--- config.mk ---
export PLATFORM = sky130hd
export DESIGN_NAME = dual_slope_pwm_timer
export DESIGN_NICKNAME = d
export VERILOG_FILES = /design/src/rtl/pwm_pkg.sv /design/src/rtl/chan_if.sv /design/src/rtl/compare_channel.sv /design/src/rtl/dual_slope_pwm_timer.sv
export SDC_FILE = /design/constraint.sdc
export NUM_CORES = 1
export LEC_CHECK = 0
export BUFFER_PORTS_ARGS = -buffer_cell sky130_fd_sc_hd__buf_4
export CAP_MARGIN = 10
export CORE_ASPECT_RATIO = 1.75
export CORE_MARGIN = 2
export CORE_UTILIZATION = 57
export DETAILED_ROUTE_END_ITERATION = 10
export MAX_ROUTING_LAYER = met4
export PLACE_DENSITY = 0.92
export SLEW_MARGIN = 10
export SYNTH_ARGS = -nofsm -noshare
export SYNTH_HDL_FRONTEND = slang
export SYNTH_SLANG_ARGS = --single-unit
export TNS_END_PERCENT = 30
--- constraint.sdc ---
create_clock -name mclk -period 3.09 [get_ports mclk]
set_clock_uncertainty 0.05 [all_clocks]
set_input_delay 0.618 -clock mclk [delete_from_list [all_inputs] [get_ports mclk]]
set_output_delay 0.618 -clock mclk [all_outputs]
set_load 0.05 [all_outputs]
--- src/rtl/pwm_pkg.sv ---
// Constants, types and encodings of the dual-slope PWM timer
package pwm_pkg;

  localparam int CNT_W = 16;
  typedef logic [CNT_W-1:0] cnt_t;

  // ----------------------------------------------------------------
  // Waveform modes
  // ----------------------------------------------------------------
  localparam logic [3:0] MODE_PC_8    = 4'h1;
  localparam logic [3:0] MODE_PC_9    = 4'h2;
  localparam logic [3:0] MODE_PC_10   = 4'h3;
  localparam logic [3:0] MODE_PC_CAP  = 4'ha;
  localparam logic [3:0] MODE_PC_CMPA = 4'hb;
  localparam logic [3:0] MODE_FC_CAP  = 4'h8;
  localparam logic [3:0] MODE_FC_CMPA = 4'h9;

  localparam cnt_t TOP_8   = 16'h00ff;
  localparam cnt_t TOP_9   = 16'h01ff;
  localparam cnt_t TOP_10  = 16'h03ff;
  localparam cnt_t TOP_MAX = 16'hffff;
  localparam cnt_t BOTTOM  = 16'h0000;
  localparam cnt_t ONE     = 16'h0001;

  // ----------------------------------------------------------------
  // Output actions
  // ----------------------------------------------------------------
  localparam logic [1:0] ACT_OFF    = 2'h0;
  localparam logic [1:0] ACT_TOGGLE = 2'h1;
  localparam logic [1:0] ACT_NONINV = 2'h2;
  localparam logic [1:0] ACT_INV    = 2'h3;

  // ----------------------------------------------------------------
  // Prescaler selects and terminal counts (divider minus one)
  // ----------------------------------------------------------------
  localparam int PRE_W = 10;
  localparam logic [2:0] CS_STOP = 3'h0;
  localparam logic [2:0] CS_1    = 3'h1;
  localparam logic [2:0] CS_8    = 3'h2;
  localparam logic [2:0] CS_64   = 3'h3;
  localparam logic [2:0] CS_256  = 3'h4;
  localparam logic [2:0] CS_1024 = 3'h5;
  localparam logic [PRE_W-1:0] PRE_END_1    = 10'h000;
  localparam logic [PRE_W-1:0] PRE_END_8    = 10'h007;
  localparam logic [PRE_W-1:0] PRE_END_64   = 10'h03f;
  localparam logic [PRE_W-1:0] PRE_END_256  = 10'h0ff;
  localparam logic [PRE_W-1:0] PRE_END_1024 = 10'h3ff;

  // ----------------------------------------------------------------
  // Reset values
  // ----------------------------------------------------------------
  localparam cnt_t              COUNT_RST = 16'h0000;
  localparam cnt_t              CMP_RST   = 16'h0000;
  localparam logic [PRE_W-1:0]  PRE_RST   = 10'h000;
  localparam logic              BIT_RST   = 1'b0;

  typedef enum logic {DIR_UP = 1'b0, DIR_DOWN = 1'b1} dir_e;

endpackage : pwm_pkg

--- src/rtl/chan_if.sv ---
// Signals between the timer core and one compare channel
`timescale 1ns/1ps
`default_nettype none
interface chan_if;
  import pwm_pkg::*;
  logic tick;
  logic load;
  logic wr;
  cnt_t wdata;
  cnt_t mask;
  cnt_t count;
  cnt_t top;
  dir_e dir;
  logic [1:0] action;
  logic toggle_ok;
  logic top_set;
  logic clr;
  cnt_t active;
  logic wave;
  logic flag;

  modport core (output tick, load, wr, wdata, mask, count, top, dir,
                output action, toggle_ok, top_set, clr,
                input  active, wave, flag);
  modport chan (input  tick, load, wr, wdata, mask, count, top, dir,
                input  action, toggle_ok, top_set, clr,
                output active, wave, flag);
endinterface : chan_if
`default_nettype wire

--- src/rtl/compare_channel.sv ---
// One buffered compare channel with waveform output and flag
`timescale 1ns/1ps
`default_nettype none
module compare_channel
  import pwm_pkg::*;
(
  input  wire logic mclk,
  input  wire logic rst_b,
  chan_if.chan      ch
);

  cnt_t buf_r;
  cnt_t buf_nxt;
  cnt_t act_r;
  cnt_t act_nxt;
  logic wave_r;
  logic wave_nxt;
  logic flag_r;
  logic flag_nxt;
  logic match;
  logic inv;

  // ----------------------------------------------------------------
  // Next state
  // ----------------------------------------------------------------
  always_comb begin
    match    = ch.tick && (ch.count == act_r);
    inv      = (ch.action == ACT_INV);
    buf_nxt  = ch.wr ? (ch.wdata & ch.mask) : buf_r;
    act_nxt  = ch.load ? buf_r : act_r;
    flag_nxt = match || ch.top_set || (flag_r && !ch.clr);
    wave_nxt = wave_r;
    if (ch.tick) begin
      case (ch.action)
        ACT_NONINV, ACT_INV: begin
          // Ends forced so zero and TOP give steady levels
          if (act_r == BOTTOM) begin
            wave_nxt = inv;
          end else if (act_r == ch.top) begin
            wave_nxt = !inv;
          end else if (match) begin
            wave_nxt = (ch.dir == DIR_UP) ? inv : !inv;
          end
        end
        ACT_TOGGLE: begin
          if (match && ch.toggle_ok) begin
            wave_nxt = !wave_r;
          end
        end
        default: wave_nxt = wave_r;
      endcase
    end
  end

  always_ff @(posedge mclk or negedge rst_b) begin
    if (!rst_b) begin
      buf_r  <= CMP_RST;
      act_r  <= CMP_RST;
      wave_r <= BIT_RST;
      flag_r <= BIT_RST;
    end else begin
      buf_r  <= buf_nxt;
      act_r  <= act_nxt;
      wave_r <= wave_nxt;
      flag_r <= flag_nxt;
    end
  end

  assign ch.active = act_r;
  assign ch.wave   = wave_r;
  assign ch.flag   = flag_r;
endmodule : compare_channel
`default_nettype wire

--- src/rtl/dual_slope_pwm_timer.sv ---
// Dual-slope PWM timer: prescaler, up/down counter, two channels
`timescale 1ns/1ps
`default_nettype none
module dual_slope_pwm_timer
  import pwm_pkg::*;
#(
  parameter int COUNT_W = CNT_W
)(
  input  wire logic       mclk,
  input  wire logic       rst_b,
  input  wire logic [2:0] clock_select,
  input  wire logic [3:0] waveform_mode_field,
  input  wire logic [1:0] output_action_a_field,
  input  wire logic [1:0] output_action_b_field,
  input  wire logic       compare_a_wr,
  input  wire cnt_t       compare_a_wdata,
  input  wire logic       compare_b_wr,
  input  wire cnt_t       compare_b_wdata,
  input  wire logic       capture_top_wr,
  input  wire cnt_t       capture_top_wdata,
  input  wire logic       pin_direction_bit_a,
  input  wire logic       pin_direction_bit_b,
  input  wire logic       overflow_clr,
  input  wire logic       compare_a_clr,
  input  wire logic       compare_b_clr,
  input  wire logic       capture_clr,
  output cnt_t            count_value,
  output cnt_t            compare_value_a,
  output cnt_t            compare_value_b,
  output cnt_t            capture_top_value,
  output logic            overflow_flag,
  output logic            compare_a_flag,
  output logic            compare_b_flag,
  output logic            capture_match_flag,
  output logic            wave_out_a,
  output logic            wave_out_b,
  output logic            pin_a_out,
  output logic            pin_a_drive,
  output logic            pin_b_out,
  output logic            pin_b_drive
);

  // ----------------------------------------------------------------
  // Elaboration check
  // ----------------------------------------------------------------
  // Compare and TOP paths are built for the package counter width
  if (COUNT_W != CNT_W) begin : g_bad_width
    $error("dual_slope_pwm_timer: COUNT_W must equal CNT_W");
  end

  // ----------------------------------------------------------------
  // Declarations
  // ----------------------------------------------------------------
  logic [PRE_W-1:0] pre_r;
  logic [PRE_W-1:0] pre_nxt;
  logic [PRE_W-1:0] pre_end;
  logic             tick_r;
  logic             tick_nxt;
  logic             pre_run;

  cnt_t count_r;
  cnt_t count_nxt;
  dir_e dir_r;
  dir_e dir_nxt;
  cnt_t cap_r;
  cnt_t cap_nxt;
  logic ovf_r;
  logic ovf_nxt;
  logic capf_r;
  logic capf_nxt;

  logic pin_a_r;
  logic pin_a_nxt;
  logic drv_a_r;
  logic drv_a_nxt;
  logic pin_b_r;
  logic pin_b_nxt;
  logic drv_b_r;
  logic drv_b_nxt;

  logic pc_mode;
  logic fc_mode;
  logic dual;
  logic fixed_top;
  logic top_is_cap;
  logic top_is_a;
  cnt_t top;
  logic at_top;
  logic at_bot;

  chan_if ch_a ();
  chan_if ch_b ();

  // ----------------------------------------------------------------
  // Prescaler
  // ----------------------------------------------------------------
  always_comb begin
    pre_run = 1'b1;
    case (clock_select)
      CS_1:    pre_end = PRE_END_1;
      CS_8:    pre_end = PRE_END_8;
      CS_64:   pre_end = PRE_END_64;
      CS_256:  pre_end = PRE_END_256;
      CS_1024: pre_end = PRE_END_1024;
      default: begin
        pre_end = PRE_END_1;
        pre_run = 1'b0;
      end
    endcase
    // Stopped or reserved select freezes the timer
    if (!pre_run) begin
      pre_nxt  = PRE_RST;
      tick_nxt = 1'b0;
    end else if (pre_r >= pre_end) begin
      pre_nxt  = PRE_RST;
      tick_nxt = 1'b1;
    end else begin
      pre_nxt  = pre_r + 10'h001;
      tick_nxt = 1'b0;
    end
  end

  always_ff @(posedge mclk or negedge rst_b) begin
    if (!rst_b) begin
      pre_r  <= PRE_RST;
      tick_r <= BIT_RST;
    end else begin
      pre_r  <= pre_nxt;
      tick_r <= tick_nxt;
    end
  end

  // ----------------------------------------------------------------
  // Mode decode and TOP selection
  // ----------------------------------------------------------------
  always_comb begin
    pc_mode    = 1'b0;
    fc_mode    = 1'b0;
    fixed_top  = 1'b0;
    top_is_cap = 1'b0;
    top_is_a   = 1'b0;
    top        = TOP_MAX;
    case (waveform_mode_field)
      MODE_PC_8: begin
        pc_mode = 1'b1;
        fixed_top = 1'b1;
        top = TOP_8;
      end
      MODE_PC_9: begin
        pc_mode = 1'b1;
        fixed_top = 1'b1;
        top = TOP_9;
      end
      MODE_PC_10: begin
        pc_mode = 1'b1;
        fixed_top = 1'b1;
        top = TOP_10;
      end
      MODE_PC_CAP: begin
        pc_mode = 1'b1;
        top_is_cap = 1'b1;
        top = cap_r;
      end
      MODE_PC_CMPA: begin
        pc_mode = 1'b1;
        top_is_a = 1'b1;
        top = ch_a.active;
      end
      MODE_FC_CAP: begin
        fc_mode = 1'b1;
        top_is_cap = 1'b1;
        top = cap_r;
      end
      MODE_FC_CMPA: begin
        fc_mode = 1'b1;
        top_is_a = 1'b1;
        top = ch_a.active;
      end
      default: top = TOP_MAX;
    endcase
    dual   = pc_mode || fc_mode;
    at_top = tick_r && dual && (dir_r == DIR_UP) && (count_r == top);
    at_bot = tick_r && dual && (dir_r == DIR_DOWN) && (count_r == BOTTOM);
  end

  // ----------------------------------------------------------------
  // Counter, direction, capture value and flags
  // ----------------------------------------------------------------
  always_comb begin
    count_nxt = count_r;
    dir_nxt   = dir_r;
    if (tick_r && dual) begin
      if (dir_r == DIR_UP) begin
        // A TOP lowered below the count is missed; count wraps
        if (count_r == top) begin
          count_nxt = count_r - ONE;
          dir_nxt   = DIR_DOWN;
        end else begin
          count_nxt = count_r + ONE;
        end
      end else begin
        if (count_r == BOTTOM) begin
          count_nxt = ONE;
          dir_nxt   = DIR_UP;
        end else begin
          count_nxt = count_r - ONE;
        end
      end
    end
    cap_nxt  = capture_top_wr ? capture_top_wdata : cap_r;
    ovf_nxt  = at_bot || (ovf_r && !overflow_clr);
    capf_nxt = (at_top && top_is_cap)
               || (capf_r && !capture_clr);
  end

  always_ff @(posedge mclk or negedge rst_b) begin
    if (!rst_b) begin
      count_r <= COUNT_RST;
      dir_r   <= DIR_UP;
      cap_r   <= CMP_RST;
      ovf_r   <= BIT_RST;
      capf_r  <= BIT_RST;
    end else begin
      count_r <= count_nxt;
      dir_r   <= dir_nxt;
      cap_r   <= cap_nxt;
      ovf_r   <= ovf_nxt;
      capf_r  <= capf_nxt;
    end
  end

  // ----------------------------------------------------------------
  // Compare channels
  // ----------------------------------------------------------------
  // Phase correct updates at TOP, frequency correct at BOTTOM
  assign ch_a.tick      = tick_r && dual;
  assign ch_a.load      = pc_mode ? at_top : at_bot;
  assign ch_a.wr        = compare_a_wr;
  assign ch_a.wdata     = compare_a_wdata;
  assign ch_a.mask      = fixed_top ? top : TOP_MAX;
  assign ch_a.count     = count_r;
  assign ch_a.top       = top;
  assign ch_a.dir       = dir_r;
  assign ch_a.action    = output_action_a_field;
  assign ch_a.toggle_ok = top_is_a;
  assign ch_a.top_set   = at_top && top_is_a;
  assign ch_a.clr       = compare_a_clr;

  assign ch_b.tick      = tick_r && dual;
  assign ch_b.load      = pc_mode ? at_top : at_bot;
  assign ch_b.wr        = compare_b_wr;
  assign ch_b.wdata     = compare_b_wdata;
  assign ch_b.mask      = fixed_top ? top : TOP_MAX;
  assign ch_b.count     = count_r;
  assign ch_b.top       = top;
  assign ch_b.dir       = dir_r;
  assign ch_b.action    = output_action_b_field;
  assign ch_b.toggle_ok = 1'b0;
  assign ch_b.top_set   = 1'b0;
  assign ch_b.clr       = compare_b_clr;

  compare_channel u_chan_a (
    .mclk  (mclk),
    .rst_b (rst_b),
    .ch    (ch_a)
  );

  compare_channel u_chan_b (
    .mclk  (mclk),
    .rst_b (rst_b),
    .ch    (ch_b)
  );

  // ----------------------------------------------------------------
  // Pin drive
  // ----------------------------------------------------------------
  // Toggle on channel B is reserved, so B stays off the pin then
  always_comb begin
    pin_a_nxt = ch_a.wave;
    drv_a_nxt = pin_direction_bit_a
                && (output_action_a_field != ACT_OFF);
    pin_b_nxt = ch_b.wave;
    drv_b_nxt = pin_direction_bit_b
                && (output_action_b_field != ACT_OFF)
                && (output_action_b_field != ACT_TOGGLE);
  end

  always_ff @(posedge mclk or negedge rst_b) begin
    if (!rst_b) begin
      pin_a_r <= BIT_RST;
      drv_a_r <= BIT_RST;
      pin_b_r <= BIT_RST;
      drv_b_r <= BIT_RST;
    end else begin
      pin_a_r <= pin_a_nxt;
      drv_a_r <= drv_a_nxt;
      pin_b_r <= pin_b_nxt;
      drv_b_r <= drv_b_nxt;
    end
  end

  assign count_value        = count_r;
  assign compare_value_a    = ch_a.active;
  assign compare_value_b    = ch_b.active;
  assign capture_top_value  = cap_r;
  assign overflow_flag      = ovf_r;
  assign compare_a_flag     = ch_a.flag;
  assign compare_b_flag     = ch_b.flag;
  assign capture_match_flag = capf_r;
  assign wave_out_a         = ch_a.wave;
  assign wave_out_b         = ch_b.wave;
  assign pin_a_out          = pin_a_r;
  assign pin_a_drive        = drv_a_r;
  assign pin_b_out          = pin_b_r;
  assign pin_b_drive        = drv_b_r;
endmodule : dual_slope_pwm_timer
`default_nettype wire

Yosys cells after proc, flatten, opt, wreduce, memory -nomap -nowiden
Cells that the tools add are included.

Bits in latches: 0. Bits of input ports: 70. Memories kept: 0. Output and inout port bits: 74. Memory bits (writable): 0. Flip-flop bits (word level): 118. Logic and storage cells: 128. ROM bits: 0.

Magnitude comparators: 1. Multipliers: 0. Reductions and logical operators: 47. Eq/ne operators: 25. Bitwise operators: 3. $add $sub $neg: 3. Div/mod/pow operators: 0. Mux-type cells: 30. Shifts and indexed selects: 0.

Operators by type and width (count): == test 16 bit (5); case mux 16 bit (5 select lines) (1); 2-to-1 mux 16 bit (4); zero test 16 bit (3); case mux 10 bit (4 select lines) (1); AND 16 bit (2); 2-to-1 mux 1 bit (21); 2-to-1 mux 10 bit (2); logical AND 1 bit (17); adder 16 x 1 -> 16 bit, second input constant (1); == test 4 bit, second input constant (4); subtractor 16 x 1 -> 16 bit, second input constant (1); adder 10 x 1 -> 10 bit, second input constant (1); >= comparator 10 bit (1); OR reduction 2 bit (5); OR reduction 5 bit (2); == test 2 bit, second input constant (4); == test 4 x 2 -> 1 bit, second input constant (2); zero test 1 bit (7); == test 3 x 2 -> 1 bit, second input constant (2); == test 3 bit, second input constant (2); logical OR 1 bit (6); nonzero test 2 bit (3); == test 4 x 1 -> 1 bit, second input constant (1); other kinds (10) (11).

Depth between registers and ports, before layout
Depth in word-level cells: 10. Depth in mapped cells: 13. Gate-level depth less buffers: 10.

By module
A second synthesis with hierarchy kept.

Cells, all modules: 807. Area, all modules: 7375.8 um^2.

Modules (own cells, without submodules): dual_slope_pwm_timer (cells an instance 473, times used 1, area each 3860.0 um^2, seq. area each 1251.2 um^2); compare_channel (cells an instance 167, times used 2, area each 1757.9 um^2, seq. area each 850.8 um^2).

Least setup slack after synthesis
Ideal clock, no wire load.

Path type: register to register. Start point: register count_r[0] (netlist: count_value[0]). End point: register u_chan_a.act_r[0] (netlist: u_chan_a.ch.active[0]). Stages on the path, launching flop included: 11. Buffers on the path: 2. Arrival time: 2.931 ns. Period minus slack after synthesis: 3.106 ns. Required time: 2.915 ns. Setup slack: -0.016 ns. Library setup time: 0.125 ns. Cell sequence: dfrtp_1 > clkbuf_1 > inv_1 > ha_1 > or4b_2 > and4b_1 > nand3_1 > nor3_1 > a31oi_2 > buf_6 > mux2_4.

Longest elaborated chain between the ends: 3. Elaborated cells on any way between the ends: 5. Classes of those cells: eq/ne: 1; mux: 1; reduce/logical: 3.

Ends and longest elaborated chain: start: declaration (line dual_slope_pwm_timer.sv:61) `cnt_t count_r;`; start signal: assignment (line dual_slope_pwm_timer.sv:224) `count_r <= count_nxt;`; == test 16 bit / zero test 16 bit (equally long branches) (line dual_slope_pwm_timer.sv:182, dual_slope_pwm_timer.sv:183); logical AND 1 bit (on tied branches) (line dual_slope_pwm_timer.sv:182, dual_slope_pwm_timer.sv:183); 2-to-1 mux 1 bit * (line dual_slope_pwm_timer.sv:237) `assign ch_a.load = pc_mode ? at_top : at_bot;`; end signal: assignment (line compare_channel.sv:63) `act_r <= act_nxt;`; end: declaration (line compare_channel.sv:14) `cnt_t act_r;`.

Mark *: on every way between the ends. The rest lies on a longest branch, timed or not. A chain may end at the register's enable or synchronous reset.

Final worst setup path
Start point: register count_r[0] (netlist: count_value[0]). End point: register u_chan_b.act_r[4] (netlist: u_chan_b.ch.active[4]).

Longest elaborated chain between the ends: 3. Elaborated cells on any way between the ends: 5. Classes of those cells: eq/ne: 1; mux: 1; reduce/logical: 3.

Ends and longest elaborated chain: == test 16 bit / zero test 16 bit (equally long branches) (line dual_slope_pwm_timer.sv:182, dual_slope_pwm_timer.sv:183); logical AND 1 bit (on tied branches) (line dual_slope_pwm_timer.sv:182, dual_slope_pwm_timer.sv:183); 2-to-1 mux 1 bit * (line dual_slope_pwm_timer.sv:250) `assign ch_b.load = pc_mode ? at_top : at_bot;`; end signal: assignment (line compare_channel.sv:63); end: declaration (line compare_channel.sv:14).

Marks and branches as above.

==> metrics <==
post-synthesis cell count=802; most common library cell in the layout ignoring fill and taps=buf_4; depth of the CTS H-tree=4; wire length of the first global-routing pass=45000 um; maximum clock insertion buffer count=2; detailed-route wire length per cell=24.0 um; TritonCTS sink count=118; total area of multi-input combinational cells=0.00420 mm2; outcome=complete, no violations; synth top area cells=dfrtp_1, mux2_4, xnor2_1; number of optimization iterations in the first detailed-route pass=6; Synth warnings=0; Die X=91.4 um; total number of vias=7861; starting density of the core=0.585; Tot GR Track Use=0.425; Int Power=3.30 mW; number of violations of the max-capacitance limit=0; area of the die=0.0143 mm2; Nets=1098; WL final=28800 um; total net switching power=1.72 mW; routability congestion estimate from global placement=1.03; Synth Register Bits=118; post-synthesis cell type with the largest combined area=dfrtp_1; mean number of vias per cell=6.56; I/O Pins=144; cell breakdown of the critical path=inv_1 -> ha_1 -> or4b_2 -> and4b_1 -> nand3_1 -> nor3_2 -> a31oi_4 -> buf_12 -> mux2_4; logic depth of the worst register-to-register path=9; async set or reset register ratio after synthesis=1.00; number of synthesized flops with an enable pin=0; worst flop-to-flop path endpoint=u_chan_b.ch.active[4]$_DFFE_PN0P_; Clk Latency, worst-skew pair=0.43 ns; most used cells in the layout excluding fill and tap cells=buf_4, dfrtp_1, nand2_1; Worst Max-Slew Pin Slew=0.862 ns; type of the worst min-delay path=in -> async; setup slack of the worst register-to-register path=0.04 ns; fill cell instance count of the final layout=785; critical path startpoint category=flop; slowest stage cell, crit path=or4b_2; sequential share of the synthesized area=0.388; worst slew slack as a fraction of its limit=0.426; RR Startpoint=count_value[0]$_DFFE_PN0P_; Sequential Power Share=0.352; final hold slack=0.152 ns; Setup crit end kind=flop; Overflow after GRT=0; top_reg_cell synth=dfrtp_1; signed area change from the synthesized netlist to the final layout=32.6%; count of routing violations after the opening detailed-route iteration=880; top-area cell type share of the netlist area=0.388; share of total power consumed by net switching=0.342; Clock Pin Slew Worst Setup and Hold Paths=0.06 ns; CP Class=reg -> reg; Clock Power Share=0.400; post-synthesis instance area=0.00761 mm2; Setup Viol. Count Final=0; root buf cell=clkbuf_16; Static Leakage=4.82 nW; vias in the first global route=8254; remaining design rule violation count=0; period utilization=0.986; residual antenna-violating net count after detailed routing=0; Synth Net Count=885; data required time at the worst endpoint=3.34 ns; number of antenna violations at the first check in global routing=0; chip height=157 um; Critical Path Source=count_value[0]$_DFFE_PN0P_; average size of a mapped cell=9.49 um2; share of power burned in combinational logic=0.248; Storage cell area=0.00296 mm2; RSZ-0062 raised after global routing=no; clock buffers created by TritonCTS=17; highest ir drop seen on vdd=0.000524 V; share of layout cells above drive strength 1=0.356; detailed placement HPWL=20400 um; total core area=0.0130 mm2; post-CTS setup buffer count=0; power density cells=497 mW/mm2; critical-path maximum fanout=16; endpoint arrival time on the critical path=3.30 ns; # diodes=0; number of unique standard cell types used by synthesis=80; clock tree from TritonCTS=done; total count of max-transition violations in the final report=0; largest net degree at the start of global routing=74; min cycle time layout=3.05 ns; CP peak stage delay=0.67 ns; buffers added on ports=143; Cell Rows=55; final hold viol count=0; Critical Path End=u_chan_b.ch.active[4]$_DFFE_PN0P_; fraction of the core area covered by cells at the end of the flow=0.776; Max Fclk=328 MHz
[per-layer routing]
metal,vias up,GRT usage,share of wire
met5,-,-,0
met4,0,0.337,0.087
met3,226,0.0828,0.079
met2,593,0.703,0.50
met1,3732,0.440,0.33
li1,3310,-,-
[per-stage QoR]
stage / setup slack [ns] / area [um2] / std cells / power (mW) / TNS [ns]
after floorplan: -0.0137 / 7620 / 802 / 2.50 / -0.0137
after global placement: -0.109 / 9500 / 1167 / 2.93 / -1.94
after detailed placement: -0.164 / 9500 / 1167 / 2.98 / -5.27
after CTS: 0.0804 / 10100 / 1199 / 5.00 / 0
after global routing: 0.0112 / 10100 / 1199 / 5.17 / 0
final: 0.0427 / 10100 / 1199 / 5.02 / 0
[synthesized netlist by cell type (25+ instances only)]
cell type and instances:
nor2_1 41, clkbuf_1 38, inv_1 47, nand3_1 25, mux2_4 26, xnor2_1 44
dfrtp_1 118, a21oi_1 25, xor2_1 26, nand2_1 69, nor3_1 31, mux2_2 32
[sequential cells by signal (all words and copies together), names as in the netlist]
name / flops
count_value: 16
pre_r: 10
ch_a.dir: 1
u_chan_b.ch.active: 16
u_chan_a.buf_r: 16
overflow_flag: 1
capture_top_value: 16
pin_b_out: 1
u_chan_a.ch.active: 16
u_chan_a.ch.flag: 1
pin_b_drive: 1
pin_a_out: 1
pin_a_drive: 1
u_chan_b.ch.wave: 1
u_chan_a.ch.wave: 1
capture_match_flag: 1
u_chan_b.ch.flag: 1
tick_r: 1
u_chan_b.buf_r: 16
[cell families after synthesis]
logic type / Yosys count / share of synthesized area
AOI/OAI and AO/OA: 162 / 0.153
xor gates and xnor gates: 70 / 0.0805
adders and majority gates: 13 / 0.0214
buffers and inverters: 109 / 0.0634
DFF: 118 / 0.388
muxes: 75 / 0.121
and+or+nand+nor: 255 / 0.173
[layout make-up]
type                    instances  share of cell area
multi-input cells             575               0.416
flip-flops and latches        118               0.293
repair buffers                254               0.194
clock buffers                  17              0.0421
well taps                     171              0.0212
inverters                      49              0.0182
clock inverters                15              0.0157
[worst min-delay path by stage]
stage,endpoint,slack [ns],cells after the start,start
after CTS,count_value[10]$_DFFE_PN0P_,0.18,1,rst_b
final,count_value[10]$_DFFE_PN0P_,0.15,1,rst_b
after global routing,count_value[11]$_DFFE_PN0P_,0.21,1,rst_b
after floorplan,capture_match_flag$_DFF_PN0_,0.27,0,rst_b
after global placement,pin_b_out$_DFF_PN0_,0.35,0,u_chan_b.ch.wave$_DFFE_PN0P_
after detailed placement,pin_b_out$_DFF_PN0_,0.35,0,u_chan_b.ch.wave$_DFFE_PN0P_
[power by group through the flow]
stage	Combinational [mW]	Clock, mW	Sequential [mW]
after floorplan	0.542	0	1.95
after global placement	1.16	0	1.77
after detailed placement	1.20	0	1.78
after CTS	1.22	2.02	1.76
after global routing	1.32	2.08	1.77
final	1.25	2.01	1.76
[worst max-delay path: cells and delay by family, from the launching register on]
kind / cells / cell delay [ns]
simple gates: 4 / 1.52
flops: 1 / 0.40
mux: 1 / 0.31
buf+inv: 2 / 0.30
fa+ha+maj: 1 / 0.23
compound gates: 1 / 0.10
[repair_timing]
action,in CTS,in global routing
resized for setup,1,1
setup endpoints to repair,27,38
hold buffers,0,0
cloned,0,0
Power figures use the tool's default switching activity.
